File: config.mk
export PLATFORM = sky130hd
export DESIGN_NAME = adsb_ctrl
export DESIGN_NICKNAME = d
export VERILOG_FILES = /design/src/core/adsb_fifo.v /design/src/core/adsb_ctrl.v
export VERILOG_INCLUDE_DIRS = /design/src /design/src/core
export SDC_FILE = /design/constraint.sdc
export NUM_CORES = 1
export LEC_CHECK = 0
export ABC_AREA = 1
export BUFFER_PORTS_ARGS = -buffer_cell sky130_fd_sc_hd__buf_2
export CAP_MARGIN = 20
export CORE_MARGIN = 5
export CORE_UTILIZATION = 55
export DETAILED_ROUTE_END_ITERATION = 7
export PLACE_DENSITY = 0.75
export SLEW_MARGIN = 5
export SYNTH_ARGS = -nofsm -noshare
export SYNTH_HDL_FRONTEND = slang
export SYNTH_SLANG_ARGS = --single-unit
File: constraint.sdc
create_clock -name clk -period 2.55 [get_ports clk]
set_clock_uncertainty 0.1 [all_clocks]
set_input_delay 0.255 -clock clk [delete_from_list [all_inputs] [get_ports clk]]
set_output_delay 0.255 -clock clk [all_outputs]
set_load 0.05 [all_outputs]
File: src/core/adsb_regs.vh
// constants for the converter sequencer, sample buffer and digital monitor
`ifndef ADSB_REGS_VH
`define ADSB_REGS_VH
// clock division: 16 MHz in, selectable 2/1/0.5/0.25 MHz out
`define ADSB_IN_CLK_HZ      16000000
`define ADSB_DIV_2MHZ       2'h0
`define ADSB_DIV_1MHZ       2'h1
`define ADSB_DIV_500KHZ     2'h2
`define ADSB_DIV_250KHZ     2'h3
`define ADSB_HALF_2MHZ      6'h04
`define ADSB_HALF_1MHZ      6'h08
`define ADSB_HALF_500KHZ    6'h10
`define ADSB_HALF_250KHZ    6'h20
// sample period codes and conversion length
`define ADSB_SAMPLE_DEFAULT 2'h0
`define ADSB_CONV_MUL       6'h03
`define ADSB_CONV_ADD       6'h0D
// accumulation counts
`define ADSB_ACC_2          2'h0
`define ADSB_ACC_16         2'h3
// buffer
`define ADSB_BUF_MAX_WORDS  11'h7FF
`define ADSB_CHANNELS       8
// monitor conditions
`define ADSB_MON_BELOW      2'h0
`define ADSB_MON_ABOVE      2'h1
`define ADSB_MON_INSIDE     2'h2
`define ADSB_MON_OUTSIDE    2'h3
// supply monitor channel index
`define ADSB_CH_SUPPLY      3'h7
`endif

File: src/core/adsb_fifo.v
// small synchronous FIFO with valid/ready on both sides
`timescale 1ns/10ps
module adsb_fifo #(
  parameter WIDTH = 16,
  parameter DEPTH = 8,
  parameter AW    = 3
) (
  // clock and reset
  input  wire             clk,
  input  wire             reset_n,
  // fill side
  input  wire             in_valid,
  output wire             in_ready,
  input  wire [WIDTH-1:0] in_data,
  // drain side
  output wire             out_valid,
  input  wire             out_ready,
  output wire [WIDTH-1:0] out_data
);
  reg [WIDTH-1:0] mem [0:DEPTH-1]; // storage
  reg [AW-1:0]    wr_ptr;          // write index
  reg [AW-1:0]    rd_ptr;          // read index
  reg [AW:0]      count;           // words held
  wire            push;
  wire            pop;

  assign in_ready  = (count != DEPTH[AW:0]);
  assign out_valid = (count != {(AW+1){1'b0}});
  assign out_data  = mem[rd_ptr];
  assign push      = in_valid & in_ready;
  assign pop       = out_valid & out_ready;

  // pointers wrap at depth, so depth need not be a power of two
  always @(posedge clk) begin
    if (!reset_n) begin
      wr_ptr <= {AW{1'b0}};
      rd_ptr <= {AW{1'b0}};
      count  <= {(AW+1){1'b0}};
    end else begin
      if (push) begin
        mem[wr_ptr] <= in_data;
        wr_ptr      <= (wr_ptr == DEPTH[AW-1:0] - 1'b1) ? {AW{1'b0}} : wr_ptr + 1'b1;
      end
      if (pop) begin
        rd_ptr <= (rd_ptr == DEPTH[AW-1:0] - 1'b1) ? {AW{1'b0}} : rd_ptr + 1'b1;
      end
      if (push && !pop) begin
        count <= count + 1'b1;
      end else if (pop && !push) begin
        count <= count - 1'b1;
      end
    end
  end
endmodule // adsb_fifo

File: src/core/adsb_ctrl.v
// converter sequencer with accumulator, sample buffer DMA and digital monitor
`timescale 1ns/10ps
`include "adsb_regs.vh"
module adsb_ctrl #(
  parameter AWID      = 11,
  parameter FIFO_DEPTH = 8
) (
  // clock and reset (16 MHz input domain)
  input  wire            clk,
  input  wire            reset_n,
  // configuration
  input  wire [1:0]      clk_div_sel,
  input  wire [1:0]      sample_sel,
  input  wire            gain_sel,
  input  wire            continuous,
  input  wire            start,
  input  wire            acc_enable,
  input  wire [1:0]      acc_count_sel,
  input  wire            acc_defer_irq,
  input  wire [2:0]      single_channel,
  // sample buffer configuration
  input  wire            buf_mode,
  input  wire [7:0]      buf_channel_mask,
  input  wire [15:0]     trigger_period,
  input  wire [AWID-1:0] buf_length,
  input  wire            buf_wrap,
  input  wire            irq_half_en,
  input  wire            irq_full_en,
  input  wire            irq_ovf_en,
  // monitor configuration
  input  wire [9:0]      monitor_upper_limit,
  input  wire [9:0]      monitor_lower_limit,
  input  wire [1:0]      monitor_mode,
  input  wire            monitor_irq_en,
  input  wire            monitor_pin_en,
  // analog core
  output reg             adc_clk,
  output reg             sample_hold,
  output reg             convert_active,
  output reg  [2:0]      channel_sel,
  output reg             gain,
  output reg             supply_div_en,
  input  wire [9:0]      analog_result,
  // dma write port to ram
  output reg             dma_valid,
  input  wire            dma_ready,
  output reg  [AWID-1:0] dma_addr,
  output reg  [15:0]     dma_data,
  // status and events
  output reg  [9:0]      conversion_result,
  output reg  [13:0]     acc_sum,
  output reg             conv_done,
  output reg             conv_irq,
  output reg             buf_half_irq,
  output reg             buf_full_irq,
  output reg             buf_ovf_irq,
  output reg             monitor_irq,
  output reg             monitor_output_pin,
  output reg             busy
);
  // sequencer states
  localparam ST_IDLE   = 2'h0;
  localparam ST_SAMPLE = 2'h1;
  localparam ST_CONV   = 2'h2;
  localparam ST_DONE   = 2'h3;

  reg  [1:0]      state;          // sequencer state
  reg  [5:0]      div_cnt;        // clock divider count
  reg  [5:0]      half_period;    // selected half period
  reg             adc_tick;       // adc clock rising-edge strobe
  reg  [5:0]      period_cnt;     // adc periods since sampling began
  reg  [4:0]      acc_left;       // samples left in accumulation
  reg  [15:0]     trig_cnt;       // trigger timer
  reg  [7:0]      pend_mask;      // channels still due this trigger
  reg  [AWID-1:0] wr_ptr;         // buffer write pointer
  reg             buf_active;     // buffer run in progress
  reg             conv_is_buf;    // current conversion feeds buffer
  reg             run_req;        // software run request
  reg             mon_hit;        // monitor condition
  wire [3:0]      sample_len;     // sample window in adc clocks
  wire [5:0]      conv_len;       // full conversion in adc clocks
  wire [4:0]      acc_total;      // samples per accumulation
  wire            fifo_in_ready;
  wire            fifo_out_valid;
  wire [AWID+15:0] fifo_out_data;
  reg             fifo_push;
  reg  [AWID+15:0] fifo_in_data;

  // first set channel in a mask, low index first
  function [3:0] first_ch;
    input [7:0] m;
    integer i;
    begin
      first_ch = 4'h8;
      for (i = 7; i >= 0; i = i - 1) begin
        if (m[i]) first_ch = i[3:0];
      end
    end
  endfunction

  // monitor condition for one result
  function mon_eval;
    input [9:0] v;
    input [9:0] up;
    input [9:0] lo;
    input [1:0] md;
    begin
      case (md)
        `ADSB_MON_BELOW:  mon_eval = (v < lo);
        `ADSB_MON_ABOVE:  mon_eval = (v > up);
        `ADSB_MON_INSIDE: mon_eval = (v >= lo) && (v <= up);
        default:          mon_eval = (v < lo) || (v > up);
      endcase
    end
  endfunction

  wire [3:0] scan_ch = first_ch(pend_mask); // lowest pending buffer channel
  assign sample_len = {1'b0, sample_sel, 1'b0} + 4'h2;
  assign conv_len   = `ADSB_CONV_MUL * {2'h0, sample_len} + `ADSB_CONV_ADD;
  assign acc_total  = 5'h2 << acc_count_sel;

  // divider half period from selection
  always @* begin
    case (clk_div_sel)
      `ADSB_DIV_2MHZ:   half_period = `ADSB_HALF_2MHZ;
      `ADSB_DIV_1MHZ:   half_period = `ADSB_HALF_1MHZ;
      `ADSB_DIV_500KHZ: half_period = `ADSB_HALF_500KHZ;
      default:          half_period = `ADSB_HALF_250KHZ;
    endcase
  end

  // adc clock divider; tick marks each rising edge for the sequencer
  always @(posedge clk) begin
    if (!reset_n) begin
      div_cnt  <= 6'h00;
      adc_clk  <= 1'b0;
      adc_tick <= 1'b0;
    end else begin
      adc_tick <= 1'b0;
      if (div_cnt >= half_period - 6'h01) begin
        div_cnt  <= 6'h00;
        adc_clk  <= ~adc_clk;
        adc_tick <= ~adc_clk;
      end else begin
        div_cnt <= div_cnt + 6'h01;
      end
    end
  end

  // buffered dma writes; fifo back-pressure stalls the sequencer in ST_DONE
  adsb_fifo #(
    .WIDTH (AWID + 16),
    .DEPTH (FIFO_DEPTH),
    .AW    (3)
  ) u_fifo (
    .clk       (clk),
    .reset_n   (reset_n),
    .in_valid  (fifo_push),
    .in_ready  (fifo_in_ready),
    .in_data   (fifo_in_data),
    .out_valid (fifo_out_valid),
    .out_ready (~dma_valid | dma_ready),
    .out_data  (fifo_out_data)
  );

  // dma output stage, registered
  always @(posedge clk) begin
    if (!reset_n) begin
      dma_valid <= 1'b0;
      dma_addr  <= {AWID{1'b0}};
      dma_data  <= 16'h0000;
    end else if (~dma_valid | dma_ready) begin
      dma_valid <= fifo_out_valid;
      dma_addr  <= fifo_out_data[AWID+15:16];
      dma_data  <= fifo_out_data[15:0];
    end
  end

  // main sequencer: trigger timer, channel scan, conversion, result handling
  always @(posedge clk) begin
    if (!reset_n) begin
      state              <= ST_IDLE;
      period_cnt         <= 6'h00;
      sample_hold        <= 1'b0;
      convert_active     <= 1'b0;
      channel_sel        <= 3'h0;
      gain               <= 1'b0;
      supply_div_en      <= 1'b0;
      conversion_result  <= 10'h000;
      acc_sum            <= 14'h0000;
      acc_left           <= 5'h00;
      conv_done          <= 1'b0;
      conv_irq           <= 1'b0;
      buf_half_irq       <= 1'b0;
      buf_full_irq       <= 1'b0;
      buf_ovf_irq        <= 1'b0;
      monitor_irq        <= 1'b0;
      monitor_output_pin <= 1'b0;
      mon_hit            <= 1'b0;
      trig_cnt           <= 16'h0000;
      pend_mask          <= 8'h00;
      wr_ptr             <= {AWID{1'b0}};
      buf_active         <= 1'b0;
      conv_is_buf        <= 1'b0;
      run_req            <= 1'b0;
      fifo_push          <= 1'b0;
      fifo_in_data       <= {(AWID+16){1'b0}};
      busy               <= 1'b0;
    end else begin
      // one-cycle pulses default low
      conv_irq     <= 1'b0;
      buf_half_irq <= 1'b0;
      buf_full_irq <= 1'b0;
      buf_ovf_irq  <= 1'b0;
      monitor_irq  <= 1'b0;
      fifo_push    <= 1'b0;
      gain         <= gain_sel;
      if (start) run_req <= 1'b1;
      // software start clears the done flag, but a completion in the same cycle wins
      if (start && state != ST_DONE) conv_done <= 1'b0;
      // trigger timer for buffer mode
      if (buf_mode) begin
        if (trig_cnt >= trigger_period) begin
          trig_cnt  <= 16'h0000;
          pend_mask <= pend_mask | buf_channel_mask;
        end else begin
          trig_cnt <= trig_cnt + 16'h0001;
        end
        if (!buf_active) begin
          buf_active <= 1'b1;
          wr_ptr     <= {AWID{1'b0}};
        end
      end else begin
        trig_cnt   <= 16'h0000;
        pend_mask  <= 8'h00;
        buf_active <= 1'b0;
      end
      case (state)
        ST_IDLE: begin
          // buffer scan runs only in buffer mode; software requests are served only outside it
          if (buf_mode && pend_mask != 8'h00 && adc_tick) begin
            channel_sel <= scan_ch[2:0];
            pend_mask[scan_ch[2:0]] <= 1'b0;
            conv_is_buf <= 1'b1;
            supply_div_en <= (scan_ch[2:0] == `ADSB_CH_SUPPLY);
            state       <= ST_SAMPLE;
            period_cnt  <= 6'h00;
            sample_hold <= 1'b1;
            busy        <= 1'b1;
          end else if (!buf_mode && (run_req || start) && adc_tick) begin
            run_req     <= 1'b0;
            channel_sel <= single_channel;
            conv_is_buf <= 1'b0;
            supply_div_en <= (single_channel == `ADSB_CH_SUPPLY);
            state       <= ST_SAMPLE;
            period_cnt  <= 6'h00;
            sample_hold <= 1'b1;
            busy        <= 1'b1;
          end
        end
        ST_SAMPLE: begin
          // sampling, then hold for the remaining conversion clocks
          if (adc_tick) begin
            period_cnt <= period_cnt + 6'h01;
            if (period_cnt + 6'h01 == {2'h0, sample_len}) begin
              sample_hold    <= 1'b0;
              convert_active <= 1'b1;
              state          <= ST_CONV;
            end
          end
        end
        ST_CONV: begin
          if (adc_tick) begin
            period_cnt <= period_cnt + 6'h01;
            if (period_cnt + 6'h01 == conv_len) begin
              convert_active    <= 1'b0;
              supply_div_en     <= 1'b0;
              conversion_result <= analog_result;
              mon_hit <= mon_eval(analog_result, monitor_upper_limit,
                                  monitor_lower_limit, monitor_mode);
              state             <= ST_DONE;
            end
          end
        end
        ST_DONE: begin
          // buffer conversions stall here while the fifo is full
          if (!conv_is_buf || fifo_in_ready) begin
            conv_done <= 1'b1;
            state     <= ST_IDLE;
            busy      <= 1'b0;
            monitor_output_pin <= monitor_pin_en & mon_hit;
            if (monitor_irq_en && mon_hit) monitor_irq <= 1'b1;
            // accumulation period; restart clears the sum
            if (acc_enable) begin
              if (acc_left == 5'h00 || acc_left == 5'h01) begin
                acc_sum  <= (acc_left == 5'h00) ? {4'h0, conversion_result}
                            : acc_sum + {4'h0, conversion_result};
              end else begin
                acc_sum <= acc_sum + {4'h0, conversion_result};
              end
              if (acc_left == 5'h01) begin
                acc_left <= 5'h00;
                conv_irq <= 1'b1;
              end else begin
                acc_left <= (acc_left == 5'h00) ? acc_total - 5'h01 : acc_left - 5'h01;
                conv_irq <= ~acc_defer_irq;
              end
            end else begin
              acc_left <= 5'h00;
              conv_irq <= 1'b1;
            end
            if (conv_is_buf) begin
              if (wr_ptr >= buf_length && !buf_wrap) begin
                buf_ovf_irq <= irq_ovf_en;
              end else begin
                fifo_push    <= 1'b1;
                fifo_in_data <= {(wr_ptr >= buf_length) ? {AWID{1'b0}} : wr_ptr,
                                 6'h00, conversion_result};
                if (wr_ptr + 1'b1 == {1'b0, buf_length[AWID-1:1]})
                  buf_half_irq <= irq_half_en;
                if (wr_ptr + 1'b1 == buf_length || wr_ptr >= buf_length) begin
                  buf_full_irq <= irq_full_en;
                  if (buf_wrap) wr_ptr <= {AWID{1'b0}};
                  else wr_ptr <= buf_length;
                end else begin
                  wr_ptr <= wr_ptr + 1'b1;
                end
              end
            end else if (continuous) begin
              run_req <= 1'b1;
            end
          end
        end
        default: state <= ST_IDLE;
      endcase
    end
  end
endmodule // adsb_ctrl

Yosys cells after proc, flatten, opt, wreduce, memory -nomap -nowiden
Memories as Yosys holds them, arrays and structs flattened. A register that Yosys moved wholly into a read port is not among the register bits. Cells that the tools add are included.

Add/sub/neg operators: 14. Multiply operators: 1. Magnitude comparators: 9. Equality and inequality tests: 25. Shifts and indexed selects: 1. Mux-type cells: 84. Bitwise operators: 18. Reductions and logical operators: 55.

Operators by type and width (count): 11-bit 2-to-1 mux (9); 8-bit 2-to-1 mux (5); 3-bit 2-to-1 mux (12); 1-bit 2-to-1 mux (31); 14-bit 2-to-1 mux (2); 6-bit 2-to-1 mux (3); 6-bit one-hot mux with 3 select lines (1); 16-bit by 1-bit adder with 16-bit output, second input constant (1); 16-bit >= comparator (1); 4-bit AND reduction (4); 5-bit 2-to-1 mux (3); 3-bit AND reduction (5); 14-bit by 10-bit adder with 14-bit output (1); 2-bit 2-to-1 mux (7); 2-bit nonzero test (7); 6-bit by 1-bit adder with 6-bit output, second input constant (2); 3-bit equality test, second input constant (4); 2-bit inequality test, second input constant (6); 6-bit one-hot mux with 2 select lines (1); 6-bit OR reduction (2); 11-bit by 1-bit adder with 11-bit output, second input constant (1); 11-bit by 10-bit equality test with 1-bit output (1); 11-bit equality test (1); 11-bit >= comparator (1); other kinds (47) (96).

Flip-flop bits (word level): 148. Bits in writable memories: 168. Word-level logic and storage cells: 243. Memories kept: 1.

Memory list: u_fifo.mem (depth 8, bits a word 21, rd ports 1, clocked after memory_dff 1, wr ports 1, RTL line adsb_fifo.v:20) `reg [WIDTH-1:0] mem [0:DEPTH-1];`.

Longest topological paths before layout
Gate-level depths: netlist (run 1).

Depth after elaboration: 16. Gate-level depth with buffers: 17. Mapped depth without buffers: 17.

Hierarchy
From an unflattened synthesis (run 1), not the netlist that was laid out.

Cells, all modules: 2064. Area total of the unflattened synthesis: 17884.7 µm².

By module, submodules not included: adsb_fifo (times used 1, cells an instance 817, area an instance 9300.2 µm², seq. area each 6746.5 µm²); adsb_ctrl (times used 1, cells an instance 1247, area an instance 8584.5 µm², seq. area each 2982.9 µm²).

Least setup slack after synthesis (run 1)
OpenSTA, ideal clock, no wires.

Path kind: register -> register. Start point: register dma_valid. End point: register u_fifo.count[3]. Library setup time: 0.119 ns. Arrival: 2.369 ns. Required time: 2.331 ns. Slack: -0.038 ns. Cell stages (with the launch flop): 15. Buffers on the path: 0. Clock period less this slack: 2.588 ns. Path through: dfxtp_1 -> inv_1 -> nor2_1 -> a31oi_1 -> inv_1 -> ha_1 -> inv_1 -> ha_1 -> and3_1 -> a211oi_1 -> nor2_1 -> nor2_1 -> nand2_1 -> o21ai_0 -> a21oi_1.

Longest elaborated chain between the ends: 6. Elaborated cells between the ends (all ways): 8.

Ends and longest elaborated chain: from (decl) (RTL line adsb_ctrl.v:45) `output reg dma_valid,`; from (signal assigned) (RTL line adsb_ctrl.v:173) `dma_valid <= fifo_out_valid;`; 1-bit NOT * (RTL line adsb_ctrl.v:162) `.out_ready (~dma_valid | dma_ready),`; 1-bit OR * (RTL line adsb_ctrl.v:162); 1-bit AND * (RTL line adsb_fifo.v:31) `assign pop = out_valid & out_ready;`; 1-bit logical NOT (RTL line adsb_fifo.v:47) `if (push && !pop) begin`; 1-bit logical AND (RTL line adsb_fifo.v:47); 4-bit 2-to-1 mux or 2-bit nonzero test (tied branches); to (signal assigned) (RTL line adsb_fifo.v:38) `count <= {(AW+1){1'b0}};`; to (signal assigned) (RTL line adsb_fifo.v:48) `count <= count + 1'b1;`; to (signal assigned) (RTL line adsb_fifo.v:50) `count <= count - 1'b1;`; to (decl) (RTL line adsb_fifo.v:23) `reg [AW:0] count;`.

Every way passes the cells marked *; elsewhere a longest branch is shown, timed or not. A chain may end at the register's enable or synchronous reset.

Worst setup path after layout (run 1)
Start point: register wr_ptr[5]. End point: register buf_ovf_irq.

Longest elaborated chain between the ends: 3.

Ends and longest elaborated chain: from (decl) (RTL line adsb_ctrl.v:75) `reg [AWID-1:0] wr_ptr;`; from (signal assigned) (RTL line adsb_ctrl.v:202) `wr_ptr <= {AWID{1'b0}};`; from (signal assigned) (RTL line adsb_ctrl.v:231) `wr_ptr <= {AWID{1'b0}};`; from (signal assigned) (RTL line adsb_ctrl.v:323) `if (buf_wrap) wr_ptr <= {AWID{1'b0}};`; 11-bit >= comparator (RTL line adsb_ctrl.v:313) `if (wr_ptr >= buf_length && !buf_wrap) begin`; 1-bit logical AND (RTL line adsb_ctrl.v:313); 5-bit AND reduction (no source line); to (signal assigned) (RTL line adsb_ctrl.v:314) `buf_ovf_irq <= irq_ovf_en;`; to (decl) (RTL line adsb_ctrl.v:56) `output reg buf_ovf_irq,`.

Every way passes these cells.

==> results.yml, run 1 <==
critical_path:
  worstPathRequired_ns: 2.83
  slowest_delay_ns: 0.55
  path_max_fanout: 6
  crit_path_end_kind: "flop"
  worstPathCellList: "ha_1 > nand2_1 > o21ai_0 > and2_1 > nor2_1 > nand3_2 > nand2_1 > inv_2 > nand2_1 > nor2_1 > dlygate4sd3_1"
  worst-setup-path-type: "reg -> reg"
  worst_path_max_delay_cell: "dlygate4sd3_1"
  start_kind: "flop"
  cpMostUsedCell: "nand2_1"
  crit_arrival_ns: 2.67
synth:
  yosysMostFrequentCell: "nand2_1"
  ys_top_cells_by_area: "edfxtp_1 (33%), dfxtp_1 (20%), nand2_1 (7.7%)"
  synth_seq_area_share_pct: 52.2
  synth_cell_types: 51
  yosysTopAreaCell: "edfxtp_1"
  synth-edff-count: 168
  syn_inst: 1768
  synth_area_mm2: 0.0155
  syn_area_per_cell_um2: 8.78
  synth_top_area_share_pct: 32.5
  ys_ff_latch: 321
  synth_common_cells: "nand2_1 (319), nor2_1 (209), inv_1 (196)"
  ys.flop_type: "edfxtp_1"
  postSynth.asyncResetShare_pct: 0
  ys_warn_count: 0
route:
  vias_per_cell: 5.46
  drc: 0
  first_pass_iters: 5
  vias: 13000
  wire_per_inst_um: 16.2
  drt_iter0_markers: 887
  antenna_left: 0
  drt_wl_total_mm: 38.5
floorplan:
  initial_core_util_pct: 55.7
  io_pins: 159
  die-area_mm2: 0.0317
  die_width_um: 178
  fp-row-count: 61
  core-area_mm2: 0.0279
  die_h_um: 178
pwr:
  powerDensity_mw_per_mm2: 817
  pwr-share-comb_pct: 28.4
  total_power_uw: 15000
  internal_power_uw: 9880
  seqPwrFrac_pct: 39.1
  ir_drop_mv: 0.615
  clkPwrFrac_pct: 32.5
  p_sw_uw: 5100
  p_sw_share_pct: 34.0
  leakage_uw: 0.00825
global_route:
  antenna_found_initial: 1
  grt_overflow: 0
  grt_pass1_wl_mm: 61.4
  grt_pass1_vias: 12400
  grt_max_degree: 57
  grtUsageTotal_pct: 24.0
sta:
  setup-violations-final: 0
  slew_viol_final: 0
  finalCriticalPeriod_ns: 2.39
  slew_headroom_pct: 32.6
  fmax_ghz: 0.418
  fin_ws_ns: 0.157
  hold_viol_final: 0
  period_share_pct: 93.8
  tightest_slew_ns: 1.01
placed_design:
  port_buffers: 152
  hpwlAfterDp_mm: 25.8
  dp_slack_ns: 0.110
  gp_congestion: 0.951
final_layout:
  nets: 2148
  drive_gt1_share_pct: 15.4
  nFillCells: 2258
  area_delta_synth_final_pct: 18.1
  diodes: 0
worst_hold_path:
  holdCritPathClass: "in -> reg"
clock_network:
  cts_buffers: 35
  clock_latency_ns: 0.51
  cts.path.max_buffers: 3
  post-cts-setup-buffer-count: 0
  cts_root_buffer: "clkbuf_16"
  clock-sinks: 321
  htree_levels: 2
  clk_pin_slew_ns: 0.06
  cts_tree: "built"
job:
  drv_cap: 0
status:
  outcome: "finished, final reports clean"
[cell usage in the layout, fill, tap and decap left out, types with 13 or more instances in the layout]
cell type	synthesis	routed
nand2_1	319	319
nor2_1	209	199
inv_1	196	194
edfxtp_1	168	168
buf_2	6	152
o21ai_0	149	149
dfxtp_1	153	144
nand3_1	110	108
a21oi_1	106	106
ha_1	79	79
buf_4	9	47
o22ai_1	43	43
clkbuf_16	0	35
o211ai_1	31	31
dlygate4sd3_1	0	28
xor2_1	28	27
nand4_1	15	15
nor2_2	3	13
[area by class of cell]
cell class | count | area (um2) | share of cell area (%)
Sequential cell | 321 | 8120 | 44.3
Multi-Input combinational cell | 1188 | 6430 | 35.1
Timing Repair Buffer | 230 | 1450 | 7.93
Clock buffer | 47 | 961 | 5.24
Inverter | 200 | 751 | 4.09
Tap cell | 378 | 473 | 2.58
Clock inverter | 14 | 144 | 0.785
[cells by family after synthesis]
group           after synthesis  synth area share [%]
flops                       321                  52.2
fa+ha+maj                    81                  6.63
xor+xnor                     36                  2.03
compound gates              364                  13.2
buf+inv                     264                  6.75
other cells                   1                0.0242
simple gates                701                  19.1
[flip-flops by register name, indices dropped and copies added (netlist names), 2 cells and up]
| name | cells |
|---|---|
| period_cnt | 6 |
| u_fifo.rd_ptr | 3 |
| u_fifo.count | 4 |
| wr_ptr | 11 |
| div_cnt | 6 |
| acc_left | 5 |
| acc_sum | 14 |
| conversion_result | 10 |
| fifo_in_data | 21 |
| state | 2 |
| channel_sel | 3 |
| trig_cnt | 16 |
| u_fifo.mem | 168 |
| dma_data | 10 |
| u_fifo.wr_ptr | 3 |
| pend_mask | 8 |
| dma_addr | 11 |
[per-stage QoR]
| step | cells | hold WS [ns] | util, % | area [um2] | TNS (ns) |
|---|---|---|---|---|---|
| final | 2378 | 0.0237 | 65.8 | 18300 | 0 |
| after global routing | 2378 | 0.0575 | 65.8 | 18300 | -0.105 |
| after CTS | 2378 | 0.00743 | 65.7 | 18300 | 0 |
| after detailed placement | 2289 | 0.335 | 60.7 | 16900 | 0 |
| after global placement | 2289 | 0.330 | 60.7 | 16900 | 0 |
| after floorplan | 1773 | 0.253 | - | 15500 | 0 |
[power by group through the flow]
stage	Combinational [uW]	Sequential (uW)	Clock [uW]
6_report	4260	5860	4870
4_1_cts	4220	5850	4940
5_1_grt	4730	5880	5160
3_5_place_dp	4160	5960	0
2_1_floorplan	2560	6450	0
3_3_place_gp	4060	5940	0
[per-layer routing]
metal  vias to the layer above  global-route usage, %  routed length, um
met2                       467                   41.1              18400
met1                      6026                   31.7              16300
li1                       6413                      -                  -
met3                        77                   3.48               2770
met5                         -                      0                 13
met4                         2                   7.51               1030
[critical path, delay by kind of cell (launching register included)]
family / cells / cell delay (ns)
adders and majority gates: 1 / 0.29
and+or+nand+nor: 7 / 0.67
DFF: 1 / 0.47
buffers and inverters: 2 / 0.63
AOI/OAI and AO/OA: 1 / 0.09
[path summary, 6_finish.rpt]
check | from | to | slack [ns] | cells after the start
max reg2reg | wr_ptr[5] | buf_ovf_irq | 0.16 | 11
max | wr_ptr[5] | buf_ovf_irq | 0.16 | 11
min | acc_enable | acc_left[4] | 0.02 | 5
min reg2reg | div_cnt[0] | div_cnt[0] | 0.35 | 1
[repair_timing]
| action | in CTS | in global routing |
|---|---|---|
| hold endpoints to repair | 28 | 0 |
| gates resized for setup | 0 | 14 |
| hold buffers | 28 | 0 |
| endpoints found under the setup margin | 0 | 13 |
Power figures use the tool's default switching activity.
==> run 2: changes to the inputs <==
- SYNTH_HIERARCHICAL: default -> 1
==> run 2 against run 1 <==
Net effect:
- area after synthesis rose by 15%
- worst hold slack worse by 0.020 ns
- largest power group unchanged
- register-to-register slack gained 0.08 ns
- cell area up 15%
- fmax rose by 3.6%
- clock power increased by 22%
- critical path depth rose by 1
- critical endpoint is now u_fifo/count[3]
- wire length increased by 13%
- flip-flop and latch count up 57
==> results.yml, run 2 <==
status:
  outcome: "finished, final reports clean"
final_layout:
  final_common_cell: "nor2_1"
  reg.largest.list: "u_fifo/mem x216, fifo_in_data x21"
  nets: 2494
  design_area_mm2: 0.0212
  diodes: 0
  layout_common_cells: "nor2_1 (392), nand2_1 (375), edfxtp_1 (216)"
  final_util_pct: 65.5
  area_delta_synth_final_pct: 18.3
  largest_reg_flops: 216
  top_register: "u_fifo/mem"
  drive_gt1_share_pct: 12.7
job:
  drv_cap: 0
placed_design:
  dp_slack_ns: 0.160
  port_buffers: 158
  placed_cell_area_mm2: 0.0194
  gp_congestion: 0.924
  hpwlAfterDp_mm: 29.0
synth:
  synth_top_area_share_pct: 36.3
  syn_area_per_cell_um2: 8.67
  synth-edff-count: 216
  yosysMostFrequentCell: "nor2_1"
  yosys.area_share.adder_pct: 5.75
  synth_area_mm2: 0.0179
  synthMuxAreaShare_pct: 0
  yosysTopAreaCell: "edfxtp_1"
  postSynth.asyncResetShare_pct: 0
  synth_common_cells: "nor2_1 (402), nand2_1 (376), edfxtp_1 (216)"
  ys.flop_type: "edfxtp_1"
  synth-simple-area-share_pct: 21.2
  ys_top_cells_by_area: "edfxtp_1 (36%), dfxtp_1 (18%), nor2_1 (8.4%)"
  synth_top_family_by_area: "simple AND/OR/NAND/NOR gates"
  ys_warn_count: 6
  synth_seq_area_share_pct: 54.4
  synthXorXnorAreaFrac_pct: 1.27
  ys_ff_latch: 378
  synth-compound-area-share_pct: 11.2
  syn_inst: 2064
  synth_cell_types: 49
floorplan:
  die_width_um: 190
  io_pins: 159
  die_h_um: 190
  fp-row-count: 66
  core-area_mm2: 0.0323
  initial_core_util_pct: 55.4
  die-area_mm2: 0.0362
global_route:
  grt_max_degree: 109
  grt_pass1_wl_mm: 70.8
  grt_pass1_vias: 14600
  grt_overflow: 0
  antenna_found_initial: 1
  grtUsageTotal_pct: 23.7
critical_path:
  worst_path_max_delay_cell: "dfxtp_1"
  crit_path_end_kind: "flop"
  r2r_end: "u_fifo/count[3]"
  slowest_delay_ns: 0.35
  path_max_fanout: 5
  start_kind: "flop"
  crit_start: "u_fifo/count[1]"
  reg2regPathDepth: 12
  worstPathRequired_ns: 2.88
  timing.rr.start: "u_fifo/count[1]"
  reg2reg_slack_ns: 0.24
  worstPathCellList: "nor2_1 > nand3_2 > nand2_2 > inv_1 > ha_1 > inv_1 > ha_1 > or2_2 > nand3_1 > nand3_1 > nand2_1 > inv_1"
  worst-setup-path-type: "reg -> reg"
  crit_arrival_ns: 2.64
  cpMostUsedCell: "inv_1"
route:
  vias: 14700
  antenna_left: 0
  drt_wl_total_mm: 43.6
  drc: 0
  wire_per_inst_um: 15.6
  drt_iter0_markers: 963
  first_pass_iters: 5
  vias_per_cell: 5.27
worst_hold_path:
  worstHoldPathCells: 3
  hold_end: "conversion_result[8]"
  holdCritPathClass: "in -> reg"
  holdCritStartpoint: "analog_result[8]"
sta:
  setup-violations-final: 0
  hold_viol_final: 0
  slew_viol_final: 0
  whs_ns: 0.00359
  finalCriticalPeriod_ns: 2.31
  tightest_slew_ns: 0.551
  fmax_ghz: 0.433
  period_share_pct: 90.5
  fin_ws_ns: 0.241
  rsz0062_at_grt: "false"
  slew_headroom_pct: 63.3
clock_network:
  clock_latency_ns: 0.53
  cts_buffers: 41
  clk_pin_slew_ns: 0.06
  clock-sinks: 378
  cts_root_buffer: "clkbuf_16"
  post-cts-setup-buffer-count: 0
  cts_tree: "built"
  cts.path.max_buffers: 3
  htree_levels: 2
pwr:
  ir_drop_mv: 0.599
  total_power_uw: 17500
  powerDensity_mw_per_mm2: 827
  leakage_uw: 0.00902
## run 2: cell types whose count changed after synthesis, moves of 13 or more
cell | previous run | this run
o21ai_1 | 0 | 30
a21oi_1 | 106 | 124
nand2_1 | 319 | 376
o21ai_0 | 149 | 186
nor2_1 | 209 | 402
edfxtp_1 | 168 | 216
o211ai_1 | 31 | 5
o22ai_1 | 43 | 3
clkbuf_1 | 46 | 31
inv_1 | 196 | 180
buf_2 | 6 | 19
nand3_1 | 110 | 93
## run 2: how the worst max path moves through the flow
stage                                   to  slack, ns  depth (start not counted)
after floorplan           u_fifo/mem[0][0]      -0.03                          6
after global placement        buf_half_irq       0.14                         12
after detailed placement   u_fifo/count[3]       0.16                         12
after CTS                  u_fifo/count[3]       0.14                         12
after global routing            wr_ptr[10]      0.003                         14
final                      u_fifo/count[3]       0.24                         12
## run 2: per-layer routing
layer	track usage, %	share of wire (%)	vias to the layer above
li1	-	-	7355
met1	30.3	42	6816
met2	41.3	49	471
met3	4.49	7.1	91
met4	7.21	2.6	2
met5	0	0.025	-
## run 2: cells by family after synthesis
family                     count (synthesis)
and+or+nand+nor                          937
buffers and inverters                    259
xor gates and xnor gates                  26
adders and majority gates                 81
DFF                                      378
AOI/OAI and AO/OA                        382
other                                      1
## run 2: critical path: cells and delay by family, from the launching register on
| family | cells | cell delay, ns |
|---|---|---|
| adder cells (fa/ha/maj) | 2 | 0.49 |
| buffers and inverters | 3 | 0.25 |
| flip-flops | 1 | 0.35 |
| AND/OR/NAND/NOR | 7 | 1.02 |
## run 2: stage by stage
step / TNS (ns) / instances
after floorplan: -5.94 / 2111
after global placement: 0 / 2684
after detailed placement: 0 / 2684
after CTS: 0 / 2796
after global routing: 0 / 2796
final: 0 / 2796
## run 2: cell type report
type | count | area [um2]
fillers | 2641 | 11100
flip-flops and latches | 378 | 9740
multi-input cells | 1474 | 7280
repair buffers | 240 | 1520
clock buffers | 53 | 1100
inverters | 187 | 704
well taps | 442 | 553
clock inverters | 22 | 254
## run 2: repair_timing
| action | 4_1_cts | 5_1_grt |
|---|---|---|
| hold buffers | 37 | 0 |
| setup endpoints to repair | 0 | 7 |
| gates resized for setup | 0 | 11 |
| hold endpoints to repair | 35 | 0 |
## run 2: power by group
part	switching, uW	leakage (uW)	internal [uW]
Sequential	228	0.00321	6720
Combinational	3260	0.00516	1330
Clock	2380	0.000658	3570
Total	5870	0.00902	11600
